### src/common/ptc_defines.svh
// Register offsets, field positions and reset values of the periodic timer.
// Assumes inclusion by bare name from the package and the design.
`ifndef PTC_DEFINES_SVH
`define PTC_DEFINES_SVH
`define PTC_ADDR_W 3
`define PTC_OFF_CTRL0 3'h0
`define PTC_OFF_CTRL1 3'h1
`define PTC_OFF_CMPA_LO 3'h2
`define PTC_OFF_CMPA_HI 3'h3
`define PTC_OFF_PER_LO 3'h4
`define PTC_OFF_PER_HI 3'h5
`define PTC_OFF_STATUS 3'h6
`define PTC_OFF_CNT_LO 3'h7
`define PTC_CTRL0_EN_BIT 3
`define PTC_CTRL0_TRIG_BIT 0
`define PTC_STAT_AF_BIT 0
`define PTC_STAT_PF_BIT 1
`define PTC_MODE_CMP 2'h0
`define PTC_MODE_PWM 2'h2
`define PTC_MODE_TMR 2'h3
`define PTC_FUNC_PWM 2'h2
`define PTC_FUNC_PULSE 2'h3
`define PTC_RST_BYTE 8'h00
`define PTC_CNT_MAX 10'h3FF
`endif

### src/common/ptc_pkg.sv
// Types of the periodic timer block.
// Assumes ptc_defines.svh is on the include path.
`include "ptc_defines.svh"
package ptc_pkg;
  typedef struct packed {
    logic [`PTC_ADDR_W-1:0] addr;
    logic [7:0] wdata;
    logic wr;
    logic rd;
  } ptc_bus_t;
  typedef struct packed {
    logic [1:0] mode;
    logic [1:0] func;
    logic init_lvl;
    logic invert;
    logic clr_sel;
  } ptc_ctrl_t;
  typedef enum logic [3:0] {
    PTC_S_CMP = 4'h1,
    PTC_S_TMR = 4'h2,
    PTC_S_PWM = 4'h4,
    PTC_S_PULSE = 4'h8
  } ptc_mode_t;
endpackage

### src/design/ptc_timer.sv
// Periodic 10-bit timer with compare A and period comparators, byte registers.
// Assumes one core clock; tick_en is a same-domain enable, trig pin is async.
//
// Summary of operation
// - Compare A is 10 bits, low/high bytes.
// - Period is 10 bits, low/high bytes.
// - High bytes read bits 7..2 as zero.
// - Mode and function fields select compare, timer, PWM, pulse.
// - Clear-select low: period match clears, both flags.
// - Clear-select high: compare A clears, only A flag.
// - Compare A zero, clear-select high: overflow at 3FF, no flag.
// - Pin changes only on compare A flag.
// - Function field sets high, low, toggle, none.
// - Enable rise loads pin initial level.
// - Timer mode like compare, pin released.
// - PWM: period clears, A sets duty.
// - PWM period N ticks, zero gives 1024.
// - Duty at or above period is 100%.
// - PWM raises both flags on matches.
// - PWM level, force, invert controls.
// - PWM counting continues while output forced.
// - Enable or trigger edge starts single pulse.
// - Pulse ends on A match or clear.
// - Pulse ignores period and clear-select.
// - Enable rise zeroes counter; fall holds it.
// - Invert bit applies except timer mode.
//
// The placing of the registers and the strobed register port were decided locally.
`timescale 1ns/10ps
`include "ptc_defines.svh"
module ptc_timer (
  input wire logic core_clk,
  input wire logic rst_n,
  input wire ptc_pkg::ptc_bus_t bus,
  output logic [7:0] rdata,
  input wire logic tick_en,
  input wire logic trig_pin,
  output logic out_pin,
  output logic out_oe,
  output logic compare_a_flag,
  output logic period_match_flag
);
  import ptc_pkg::*;

  logic counter_enable_q;
  logic trig_rise_sel_q;
  ptc_ctrl_t ctrl_q;
  logic [9:0] compare_a_value_q;
  logic [9:0] period_value_q;
  logic [9:0] cnt_q;
  logic en_prev_q;
  logic lvl_q;
  logic pwm_on_q;
  logic af_q;
  logic pf_q;
  logic trig_s1_q;
  logic trig_s2_q;
  logic trig_s3_q;
  logic [7:0] rdata_q;
  logic out_q;
  logic oe_q;
  ptc_mode_t mode;
  logic en_rise;
  logic trig_edge;
  logic a_hit;
  logic p_hit;
  logic clr_cnt;
  logic wr_ctrl0;
  logic af_stat_clr;
  logic pf_stat_clr;
  logic pwm_mode;

  function automatic logic [9:0] hi_merge(input logic [9:0] v, input logic [7:0] b);
    hi_merge = {b[1:0], v[7:0]};
  endfunction

  // PWM matches one count early so a period value N spans N ticks and duty N ticks
  function automatic logic [9:0] match_val(input logic [9:0] v, input logic early);
    match_val = early ? v - 10'h001 : v;
  endfunction

  always_comb begin
    unique case (ctrl_q.mode)
      `PTC_MODE_TMR: mode = PTC_S_TMR;
      `PTC_MODE_PWM: mode = (ctrl_q.func == `PTC_FUNC_PULSE) ? PTC_S_PULSE : PTC_S_PWM;
      default: mode = PTC_S_CMP;
    endcase
  end

  // The second and third synchroniser stages feed the edge detector
  always_ff @(posedge core_clk or negedge rst_n) begin
    if (!rst_n) begin
      trig_s1_q <= 1'b0;
      trig_s2_q <= 1'b0;
      trig_s3_q <= 1'b0;
    end else begin
      trig_s1_q <= trig_pin;
      trig_s2_q <= trig_s1_q;
      trig_s3_q <= trig_s2_q;
    end
  end
  assign trig_edge = trig_rise_sel_q ? (trig_s2_q & ~trig_s3_q) : (~trig_s2_q & trig_s3_q);

  assign wr_ctrl0 = bus.wr && bus.addr == `PTC_OFF_CTRL0;
  assign en_rise = counter_enable_q & ~en_prev_q;
  assign pwm_mode = mode == PTC_S_PWM;
  assign a_hit = counter_enable_q && tick_en && cnt_q == match_val(compare_a_value_q, pwm_mode)
    && compare_a_value_q != 10'h000;
  assign p_hit = counter_enable_q && tick_en && cnt_q == match_val(period_value_q, pwm_mode)
    && period_value_q != 10'h000;

  always_comb begin
    unique case (mode)
      PTC_S_PWM: clr_cnt = p_hit;
      PTC_S_PULSE: clr_cnt = 1'b0;
      default: clr_cnt = ctrl_q.clr_sel ? a_hit : p_hit;
    endcase
  end

  // Registers and the enable; a compare A match in pulse mode drops the enable
  always_ff @(posedge core_clk or negedge rst_n) begin
    if (!rst_n) begin
      counter_enable_q <= 1'b0;
      trig_rise_sel_q <= 1'b0;
      ctrl_q <= '0;
      compare_a_value_q <= '0;
      period_value_q <= '0;
    end else begin
      if (mode == PTC_S_PULSE && a_hit) begin
        counter_enable_q <= 1'b0;
      end else if (wr_ctrl0) begin
        counter_enable_q <= bus.wdata[`PTC_CTRL0_EN_BIT];
      end else if (mode == PTC_S_PULSE && trig_edge) begin
        counter_enable_q <= 1'b1;
      end
      if (wr_ctrl0) begin
        trig_rise_sel_q <= bus.wdata[`PTC_CTRL0_TRIG_BIT];
      end
      if (bus.wr) begin
        unique case (bus.addr)
          `PTC_OFF_CTRL1: ctrl_q <= ptc_ctrl_t'({bus.wdata[7:2], bus.wdata[0]});
          `PTC_OFF_CMPA_LO: compare_a_value_q[7:0] <= bus.wdata;
          `PTC_OFF_CMPA_HI: compare_a_value_q <= hi_merge(compare_a_value_q, bus.wdata);
          `PTC_OFF_PER_LO: period_value_q[7:0] <= bus.wdata;
          `PTC_OFF_PER_HI: period_value_q <= hi_merge(period_value_q, bus.wdata);
          default: ;
        endcase
      end
    end
  end

  // Counter: zeroed on enable rise, held while disabled, wraps at 3FF
  always_ff @(posedge core_clk or negedge rst_n) begin
    if (!rst_n) begin
      en_prev_q <= 1'b0;
      cnt_q <= '0;
    end else begin
      en_prev_q <= counter_enable_q;
      if (en_rise) begin
        cnt_q <= '0;
      end else if (counter_enable_q && tick_en) begin
        if (clr_cnt) begin
          cnt_q <= '0;
        end else begin
          cnt_q <= cnt_q + 10'h001;
        end
      end
    end
  end

  // Output level before polarity; PWM active while count is below duty
  always_ff @(posedge core_clk or negedge rst_n) begin
    if (!rst_n) begin
      lvl_q <= 1'b0;
      pwm_on_q <= 1'b0;
    end else begin
      if (en_rise) begin
        lvl_q <= ctrl_q.init_lvl;
        pwm_on_q <= compare_a_value_q != 10'h000;
      end else if (mode == PTC_S_CMP && a_hit) begin
        unique case (ctrl_q.func)
          2'h1: lvl_q <= 1'b0;
          2'h2: lvl_q <= 1'b1;
          2'h3: lvl_q <= ~lvl_q;
          default: ;
        endcase
      end else if (mode == PTC_S_PWM && tick_en && counter_enable_q) begin
        // Duty at or above the period never turns off inside the period
        if (p_hit || cnt_q == `PTC_CNT_MAX) begin
          pwm_on_q <= compare_a_value_q != 10'h000;
        end else if (a_hit) begin
          pwm_on_q <= 1'b0;
        end
      end
    end
  end

  always_ff @(posedge core_clk or negedge rst_n) begin
    if (!rst_n) begin
      out_q <= 1'b0;
      oe_q <= 1'b0;
    end else begin
      oe_q <= mode != PTC_S_TMR;
      unique case (mode)
        PTC_S_TMR: out_q <= 1'b0;
        PTC_S_CMP: out_q <= lvl_q ^ ctrl_q.invert;
        PTC_S_PULSE: out_q <= (counter_enable_q ? ctrl_q.init_lvl : ~ctrl_q.init_lvl)
          ^ ctrl_q.invert;
        default: begin
          unique case (ctrl_q.func)
            2'h0: out_q <= ~ctrl_q.init_lvl ^ ctrl_q.invert;
            2'h1: out_q <= ctrl_q.init_lvl ^ ctrl_q.invert;
            default: out_q <= ((pwm_on_q && counter_enable_q) ? ctrl_q.init_lvl
              : ~ctrl_q.init_lvl) ^ ctrl_q.invert;
          endcase
        end
      endcase
    end
  end

  // Sticky flags; a set in the same cycle as a clear wins
  assign af_stat_clr = bus.wr && bus.addr == `PTC_OFF_STATUS && bus.wdata[`PTC_STAT_AF_BIT];
  assign pf_stat_clr = bus.wr && bus.addr == `PTC_OFF_STATUS && bus.wdata[`PTC_STAT_PF_BIT];
  always_ff @(posedge core_clk or negedge rst_n) begin
    if (!rst_n) begin
      af_q <= 1'b0;
      pf_q <= 1'b0;
    end else begin
      if (a_hit) begin
        af_q <= 1'b1;
      end else if (af_stat_clr) begin
        af_q <= 1'b0;
      end
      if (p_hit && mode != PTC_S_PULSE && (mode == PTC_S_PWM || !ctrl_q.clr_sel)) begin
        pf_q <= 1'b1;
      end else if (pf_stat_clr) begin
        pf_q <= 1'b0;
      end
    end
  end

  always_ff @(posedge core_clk or negedge rst_n) begin
    if (!rst_n) begin
      rdata_q <= `PTC_RST_BYTE;
    end else if (bus.rd) begin
      unique case (bus.addr)
        `PTC_OFF_CTRL0: rdata_q <= {4'h0, counter_enable_q, 2'h0, trig_rise_sel_q};
        `PTC_OFF_CTRL1: rdata_q <= {ctrl_q[6:2], ctrl_q[1], 1'b0, ctrl_q[0]};
        `PTC_OFF_CMPA_LO: rdata_q <= compare_a_value_q[7:0];
        `PTC_OFF_CMPA_HI: rdata_q <= {6'h00, compare_a_value_q[9:8]};
        `PTC_OFF_PER_LO: rdata_q <= period_value_q[7:0];
        `PTC_OFF_PER_HI: rdata_q <= {6'h00, period_value_q[9:8]};
        `PTC_OFF_STATUS: rdata_q <= {cnt_q[9:8], 4'h0, pf_q, af_q};
        default: rdata_q <= cnt_q[7:0];
      endcase
    end
  end

  assign rdata = rdata_q;
  assign out_pin = out_q;
  assign out_oe = oe_q;
  assign compare_a_flag = af_q;
  assign period_match_flag = pf_q;
endmodule

### config.mk
export PLATFORM = sky130hd
export DESIGN_NAME = ptc_timer
export DESIGN_NICKNAME = d
export VERILOG_FILES = /design/src/common/ptc_pkg.sv /design/src/design/ptc_timer.sv
export VERILOG_INCLUDE_DIRS = /design/src /design/src/common
export SDC_FILE = /design/constraint.sdc
export NUM_CORES = 1
export LEC_CHECK = 0
export ABC_AREA = 1
export ABC_CLOCK_PERIOD_IN_PS = 1900
export BUFFER_PORTS_ARGS = -buffer_cell sky130_fd_sc_hd__buf_4
export CAP_MARGIN = 20
export CORE_MARGIN = 3
export CORE_UTILIZATION = 55
export DETAILED_ROUTE_END_ITERATION = 8
export PLACE_DENSITY_LB_ADDON = 0.15
export SYNTH_ARGS = -nofsm -noshare
export SYNTH_HDL_FRONTEND = slang
export SYNTH_SLANG_ARGS = --single-unit
### constraint.sdc
create_clock -name core_clk -period 1.9 [get_ports core_clk]
set_input_delay 0.19 -clock core_clk [delete_from_list [all_inputs] [get_ports core_clk]]
set_output_delay 0.19 -clock core_clk [all_outputs]
set_load 0.02 [all_outputs]
==> results of run 1 <==
## how the worst max path moves through the flow
stage	cells past startpoint	start	slack, ns	endpoint
6_report	14	ctrl_q[3]	-0.29	cnt_q[4]
5_1_grt	14	ctrl_q[4]	-0.39	cnt_q[9]
4_1_cts	14	ctrl_q[4]	-0.17	cnt_q[9]
3_5_place_dp	14	ctrl_q[3]	-0.21	cnt_q[4]
3_3_place_gp	13	compare_a_value_q[1]	-0.17	cnt_q[8]
2_1_floorplan	12	compare_a_value_q[0]	0.01	cnt_q[6]
## layout make-up
class                   count  area [um^2]
multi-input cells         408         2260
clock buffers              12          155
fillers                   509         1420
inverters                  70          265
flip-flops and latches     57         1430
clock inverters             4         75.1
well taps                  93          116
repair buffers            108          851
## per-stage QoR
| stage | cells | instance area [um^2] | setup WS, ns |
|---|---|---|---|
| 2_1_floorplan | 547 | 3870 | 0.0118 |
| 3_3_place_gp | 720 | 4620 | -0.169 |
| 3_5_place_dp | 720 | 4620 | -0.212 |
| 4_1_cts | 745 | 5010 | -0.175 |
| 5_1_grt | 752 | 5150 | -0.387 |
| 6_report | 752 | 5150 | -0.288 |
## where the power goes
group          switching (uW)  internal [uW]
Sequential                248           1440
Clock                     525            811
Combinational            1320            969
Total                    2090           3220
## registers in the layout, summed over array words and instances, names as in the netlist, 7 cells and up
signal             flops
cnt_q                 10
compare_a_value_q     10
ctrl_q                 7
period_value_q        10
rdata                  8
## timing repair
action / in CTS / in global routing
cloned: 3 / 0
endpoints found under the hold margin: 58 / 0
gates resized for setup: 20 / 23
endpoints found under the setup margin: 15 / 16
pin swaps: 12 / 18
setup buffers: 4 / 7
hold buffers: 2 / 0
## synth_stat cells, types with 8 or more instances
cell	count	area (um^2)
sky130_fd_sc_hd__nand2_1	172	646
sky130_fd_sc_hd__inv_1	66	248
sky130_fd_sc_hd__dfrtp_1	57	1430
sky130_fd_sc_hd__nor2_1	50	188
sky130_fd_sc_hd__nand3_1	36	180
sky130_fd_sc_hd__o21ai_0	34	170
sky130_fd_sc_hd__a21oi_1	15	75.1
sky130_fd_sc_hd__nand3_2	13	130
sky130_fd_sc_hd__xor2_1	9	78.8
sky130_fd_sc_hd__nand4_1	8	50.1
## kinds of logic (layout without fill, tap and decap cells)
kind of cell	Yosys count	count (layout)
xor gates and xnor gates	16	16
adders and majority gates	7	7
buffers and inverters	85	194
AOI/OAI and AO/OA	75	75
and+or+nand+nor	307	310
DFF	57	57
## critical path: cells and delay by family, from the launching register on
family	cells	cell delay, ns
adder cells (fa/ha/maj)	1	0.20
buffers and inverters	5	0.68
flip-flops	1	0.42
AND/OR/NAND/NOR	8	0.77
## metal layers
layer	part of all wire [%]	up-vias
li1	-	1984
met1	41	2002
met2	46	228
met3	8.6	66
met4	4.8	0
met5	0	-
==> out/qor.yml, run 1 <==
outcome: "finished with violations"
violations_in_the_final_reports: "negative setup slack"
timing.final.hold_violations: 0
tritoncts: "done"
r2r_slack_ns: -0.29
clock_tree.root_cell: "sky130_fd_sc_hd__clkbuf_8"
drv.max_cap_violation_count: 0
rr_endpoint: "cnt_q[4]"
criticalPathCategory: "reg -> reg"
timing_worst_slew_pin_value_ns: 0.752
power_uw: 5310
clk_pin_slew_ns: 0.07
synth_fa_ha_area_share_pct: 2.27
ff2ff_path_depth: 14
synthSimpleGateAreaFrac_pct: 36.6
xor_and_xnor_fraction_of_the_mapped_netlist_area_pct: 3.63
synth.yosys.seq_area_share_pct: 36.9
number_of_enable_flip_flop_cells_after_synthesis: 0
worstSetupStartpointType: "register"
cts_max_level: 3
synthesis.nets: 571
timing.critical_path.mode_cell: "sky130_fd_sc_hd__nand2_1"
yosysUniqueCellTypes: 38
overflow: 0
timing.rr.start: "ctrl_q[3]"
grt_use_met2_pct: 51.8
min_path_cells: 3
clock_latency_on_the_worst_skew_pair_ns: 0.34
io-pin-count: 29
worst-path-max-fanout: 10
tritoncts_num_sinks: 57
rsz_0062_raised_after_global_routing: "true"
worst_slew_margin_rel_pct: 49.9
gr-usage-all-layers_pct: 33.5
synth-main-ff-cell: "sky130_fd_sc_hd__dfrtp_1"
viasPerCell: 5.69
setup_slack_ns: -0.288
port_buffers: 28
antenna_found_initial: 0
pin_count_of_the_biggest_net_entering_global_routing: 58
critical_path_required_ns: 2.14
fin_worst_hold_slack_ns: 0.0978
die_height_um: 89.8
path_cells: "ha_4, buf_12, nor2_8, buf_6, buf_4, nand4_1, nand2_1, nand2_1, nor2_2, buf_4, nand4_1, buf_6, nand3_2, nand2_1"
core_region_area_um2: 6570
antennaDiodeCount: 0
critPathSlowestCell: "sky130_fd_sc_hd__dfrtp_1"
avgSynthCellArea_um2: 7.06
fraction_of_the_core_area_covered_by_cells_at_the_end_of_the_flow_pct: 78.4
via_count: 4280
synth-compound-area-share_pct: 11.4
drive_gt1_share_pct: 28.5
slowest_delay_ns: 0.42
fin_tns_setup_ns: -3.75
final_min_period_over_clock_period_pct: 115
grt_first_pass_wirelength_mm: 21.2
timing_max_transition_violations_final: 0
power.static_leakage_uw: 0.00258
place.gp.congestion: 0.974
drtIter0Drc: 330
area_growth_syn_to_layout_pct: 33.4
use_met1_pct: 44.8
finClkSkew_ns: 0.00632
syn-instance-count: 547
critPathCaptureType: "register"
detail-route-antenna-nets: 0
ys_async_sr_fraction_pct: 100
max-clock-path-buffers: 2
achievable-frequency_mhz: 457
hold_path.startpoint: "bus[5]"
powerDensity_nw_per_um2: 1030
die-width_um: 89.8
ir_drop_mv: 0.710
firstDrtPassIters: 5
grt_util_met3_pct: 7.85
gr-max-usage-layer: "met2"
final-setup-viol-count: 15
detail_route.drc_violations: 0
yosysWarnings: 0
mappedNetlistArea_um2: 3860
final_min_period_ns: 2.19
worst_hold_path.endpoint: "counter_enable_q"
worst_ep_arrival_time_ns: 2.42
dp_hpwl_mm: 9.64
placementRows: 29
avgRoutedWirePerCell_um: 17.7
grt_pass1_vias: 4060
most-common-layout-cells: "sky130_fd_sc_hd__nand2_1, sky130_fd_sc_hd__buf_4, sky130_fd_sc_hd__inv_1"
synth.area.mux_share_pct: 0
die_area_um2: 8060
cts_inserted_buffers: 9
worst_hold_path_type: "in -> reg"
route.final.wire_length_mm: 13.3
synth_top_family_by_area: "simple AND/OR/NAND/NOR gates"
mostFrequentLayoutCell: "sky130_fd_sc_hd__nand2_1"
finalNetCount: 678
synth_seq_cells: 57
initial_core_util_pct: 58.8
Note: power is estimated with default switching activity, not from simulation.
==> inputs of run 2 (changes only) <==
--- a/config.mk
+++ b/config.mk
@@ -14,6 +14,7 @@
 export CORE_UTILIZATION = 55
 export DETAILED_ROUTE_END_ITERATION = 8
 export PLACE_DENSITY_LB_ADDON = 0.15
+export SKIP_LAST_GASP = 1
 export SYNTH_ARGS = -nofsm -noshare
 export SYNTH_HDL_FRONTEND = slang
 export SYNTH_SLANG_ARGS = --single-unit
==> run 2 against run 1 <==
Compared with the run above:
- worst setup slack better by 0.045 ns
- utilization is 0.076 points lower
- via count rose by 0.54%
- the run still ends with negative setup slack left
- critical endpoint is now cnt_q[8]
- maximum frequency grew 2.1%
==> out/qor.yml, run 2 (synthesized netlist as in run 1, its figures left out) <==
avgRoutedWirePerCell_um: 17.7  # about the same
rr_endpoint: "cnt_q[8]"
firstDrtPassIters: 7  # +2
achievable-frequency_mhz: 467  # +2.1%
via_count: 4303  # +0.54%
power.switching_fraction_pct: 39.5  # +0.058 points
initial_core_util_pct: 58.8  # unchanged
ir_drop_mv: 0.714  # +0.65%
grt_pass1_vias: 4060  # unchanged
total_of_fill_cells_in_the_finished_design: 507  # -0.39%
switchingPower_uw: 2100  # +0.22%
grt_first_pass_wirelength_mm: 21.2  # unchanged
detail_route.drc_violations: 0  # unchanged
antenna_found_initial: 0  # unchanged
criticalPathCategory: "reg -> reg"
final_min_period_ns: 2.14  # -0.0449 ns
fraction_of_the_core_area_covered_by_cells_at_the_end_of_the_flow_pct: 78.3  # about the same
power_frac_clock_pct: 25.2  # about the same
cts_max_level: 3  # unchanged
route.final.wire_length_mm: 13.3  # about the same
area_growth_syn_to_layout_pct: 33.2  # about the same
critPathSlowestCell: "sky130_fd_sc_hd__dfrtp_1"
gr-usage-all-layers_pct: 33.5  # unchanged
power.static_leakage_uw: 0.00258  # about the same
cts_inserted_buffers: 9  # unchanged
clk_pin_slew_ns: 0.07  # about the same
dp_hpwl_mm: 9.64  # unchanged
worst_hold_path.endpoint: "counter_enable_q"
viasPerCell: 5.72  # +0.54%
max-clock-path-buffers: 2  # unchanged
ff2ff_path_depth: 14  # unchanged
reg_top3: "cnt_q: 10 flops, compare_a_value_q: 10 flops, period_value_q: 10 flops"
worst-path-max-fanout: 10  # unchanged
p_int_uw: 3220  # about the same
timing_max_transition_violations_final: 0  # unchanged
combPwrFrac_pct: 43.0  # about the same
die_area_um2: 8060  # unchanged
mostFrequentLayoutCell: "sky130_fd_sc_hd__nand2_1"
top_layer: "met4"
drv.max_cap_violation_count: 0  # unchanged
port_buffers: 28  # unchanged
final_min_period_over_clock_period_pct: 113  # -2.4 points
io-pin-count: 29  # unchanged
final-setup-viol-count: 15  # unchanged
fin_worst_hold_slack_ns: 0.0949  # -0.00295 ns
routedLengthMet1_mm: 5.39  # -0.59%
critPathCaptureType: "register"
power_uw: 5310  # about the same
path_cells: "ha_4, buf_12, nor2_8, buf_6, buf_4, nand4_1, nand2_1, nand2_1, nor2_2, buf_4, nand4_1, buf_6, nand3_2, nand2_1"
timing.critical_path.mode_cell: "sky130_fd_sc_hd__nand2_1"
finClkSkew_ns: 0.00641  # +0.0000867 ns
detail-route-antenna-nets: 0  # unchanged
core_region_area_um2: 6570  # unchanged
design_area_um2: 5140  # about the same
critical_path_required_ns: 2.14  # about the same
drtIter0Drc: 319  # -3.3%
tritoncts: "done"
clock_tree.root_cell: "sky130_fd_sc_hd__clkbuf_8"
worst_ep_arrival_time_ns: 2.38  # -0.04 ns
dr_wl_met3_mm: 1.21  # +5.4%
pin_count_of_the_biggest_net_entering_global_routing: 58  # unchanged
placedInstanceArea_um2: 4620  # unchanged
place.gp.congestion: 0.974  # unchanged
timing.rr.start: "ctrl_q[3]"
clock_latency_on_the_worst_skew_pair_ns: 0.35  # about the same
min_path_cells: 3  # unchanged
outcome: "finished with violations"
overflow: 0  # unchanged
seq_power_share_pct: 31.8  # about the same
die-width_um: 89.8  # unchanged
antennaDiodeCount: 0  # unchanged
setup_slack_ns: -0.243  # +0.0449 ns
tritoncts_num_sinks: 57  # unchanged
most-common-layout-cells: "sky130_fd_sc_hd__nand2_1, sky130_fd_sc_hd__buf_4, sky130_fd_sc_hd__inv_1"
die_height_um: 89.8  # unchanged
finalNetCount: 678  # unchanged
timing_worst_slew_pin_value_ns: 0.757  # +0.00506 ns
slowest_delay_ns: 0.41  # about the same
placementRows: 29  # unchanged
wl_met2_mm: 6.06  # -0.70%
hold_path.startpoint: "bus[5]"
r2r_slack_ns: -0.24  # +0.04 ns
worst_slew_margin_rel_pct: 49.5  # -0.34 points
worstSetupStartpointType: "register"
powerDensity_nw_per_um2: 1030  # +0.17%
rsz_0062_raised_after_global_routing: "true"
violations_in_the_final_reports: "negative setup slack"
timing.final.hold_violations: 0  # unchanged
worst_hold_path_type: "in -> reg"
drive_gt1_share_pct: 28.4  # -0.15 points
==> run 2: cell types whose count changed in the layout (fill, tap and decap cells not counted) <==
cell                      change
sky130_fd_sc_hd__nand3_1      +1
sky130_fd_sc_hd__nand3_2      -1
==> run 2: how the worst max path moves through the flow <==
stage | from | to | slack, ns | depth (start not counted)
2_1_floorplan | compare_a_value_q[0] | cnt_q[6] | 0.01 | 12
3_3_place_gp | compare_a_value_q[1] | cnt_q[8] | -0.17 | 13
4_1_cts | ctrl_q[4] | cnt_q[9] | -0.17 | 14
6_report | ctrl_q[3] | cnt_q[8] | -0.24 | 14
3_5_place_dp | ctrl_q[3] | cnt_q[4] | -0.21 | 14
5_1_grt | ctrl_q[4] | cnt_q[9] | -0.39 | 14
==> run 2: critical path, delay by kind of cell (launching register included) <==
family / cells / cell delay [ns]
and+or+nand+nor: 8 / 0.75
buffers and inverters: 5 / 0.67
DFF: 1 / 0.41
adders and majority gates: 1 / 0.19
==> run 2: layout make-up <==
class	instances	area, um^2	share of cell area [%]
clock buffer	12	155	3.02
multi-input combinational	408	2250	43.8
inverter	70	265	5.16
tap	93	116	2.26
sequential	57	1430	27.7
clock inverter	4	75.1	1.46
timing repair buffer	108	851	16.5
==> run 2: what timing repair did <==
action	4_1_cts	5_1_grt
cloned	3	0
endpoints found under the hold margin	58	0
resized for setup	20	22
endpoints found under the setup margin	15	16
setup buffers	4	7
pin swaps	12	18
hold buffers	2	0
==> run 2: metrics by stage <==
| stage | worst slack (ns) | setup TNS, ns | cells |
|---|---|---|---|
| 5_1_grt | -0.387 | -4.94 | 752 |
| 3_3_place_gp | -0.169 | -1.86 | 720 |
| 4_1_cts | -0.175 | -2.05 | 745 |
| 2_1_floorplan | 0.0118 | 0 | 547 |
| 6_report | -0.243 | -3.25 | 752 |
| 3_5_place_dp | -0.212 | -2.47 | 720 |
==> run 2: power groups by stage <==
| stage | logic [uW] | registers (uW) | clock network (uW) |
|---|---|---|---|
| after floorplan | 1100 | 1700 | 0 |
| after global placement | 1940 | 1680 | 0 |
| after detailed placement | 1980 | 1690 | 0 |
| after CTS | 2100 | 1670 | 1350 |
| after global routing | 2500 | 1700 | 1420 |
| final | 2290 | 1690 | 1340 |
==> run 2: routing by layer <==
metal	vias up	track usage (%)
li1	1992	-
met4	0	15.1
met1	2021	44.8
met2	228	51.8
met3	62	7.85
met5	-	0
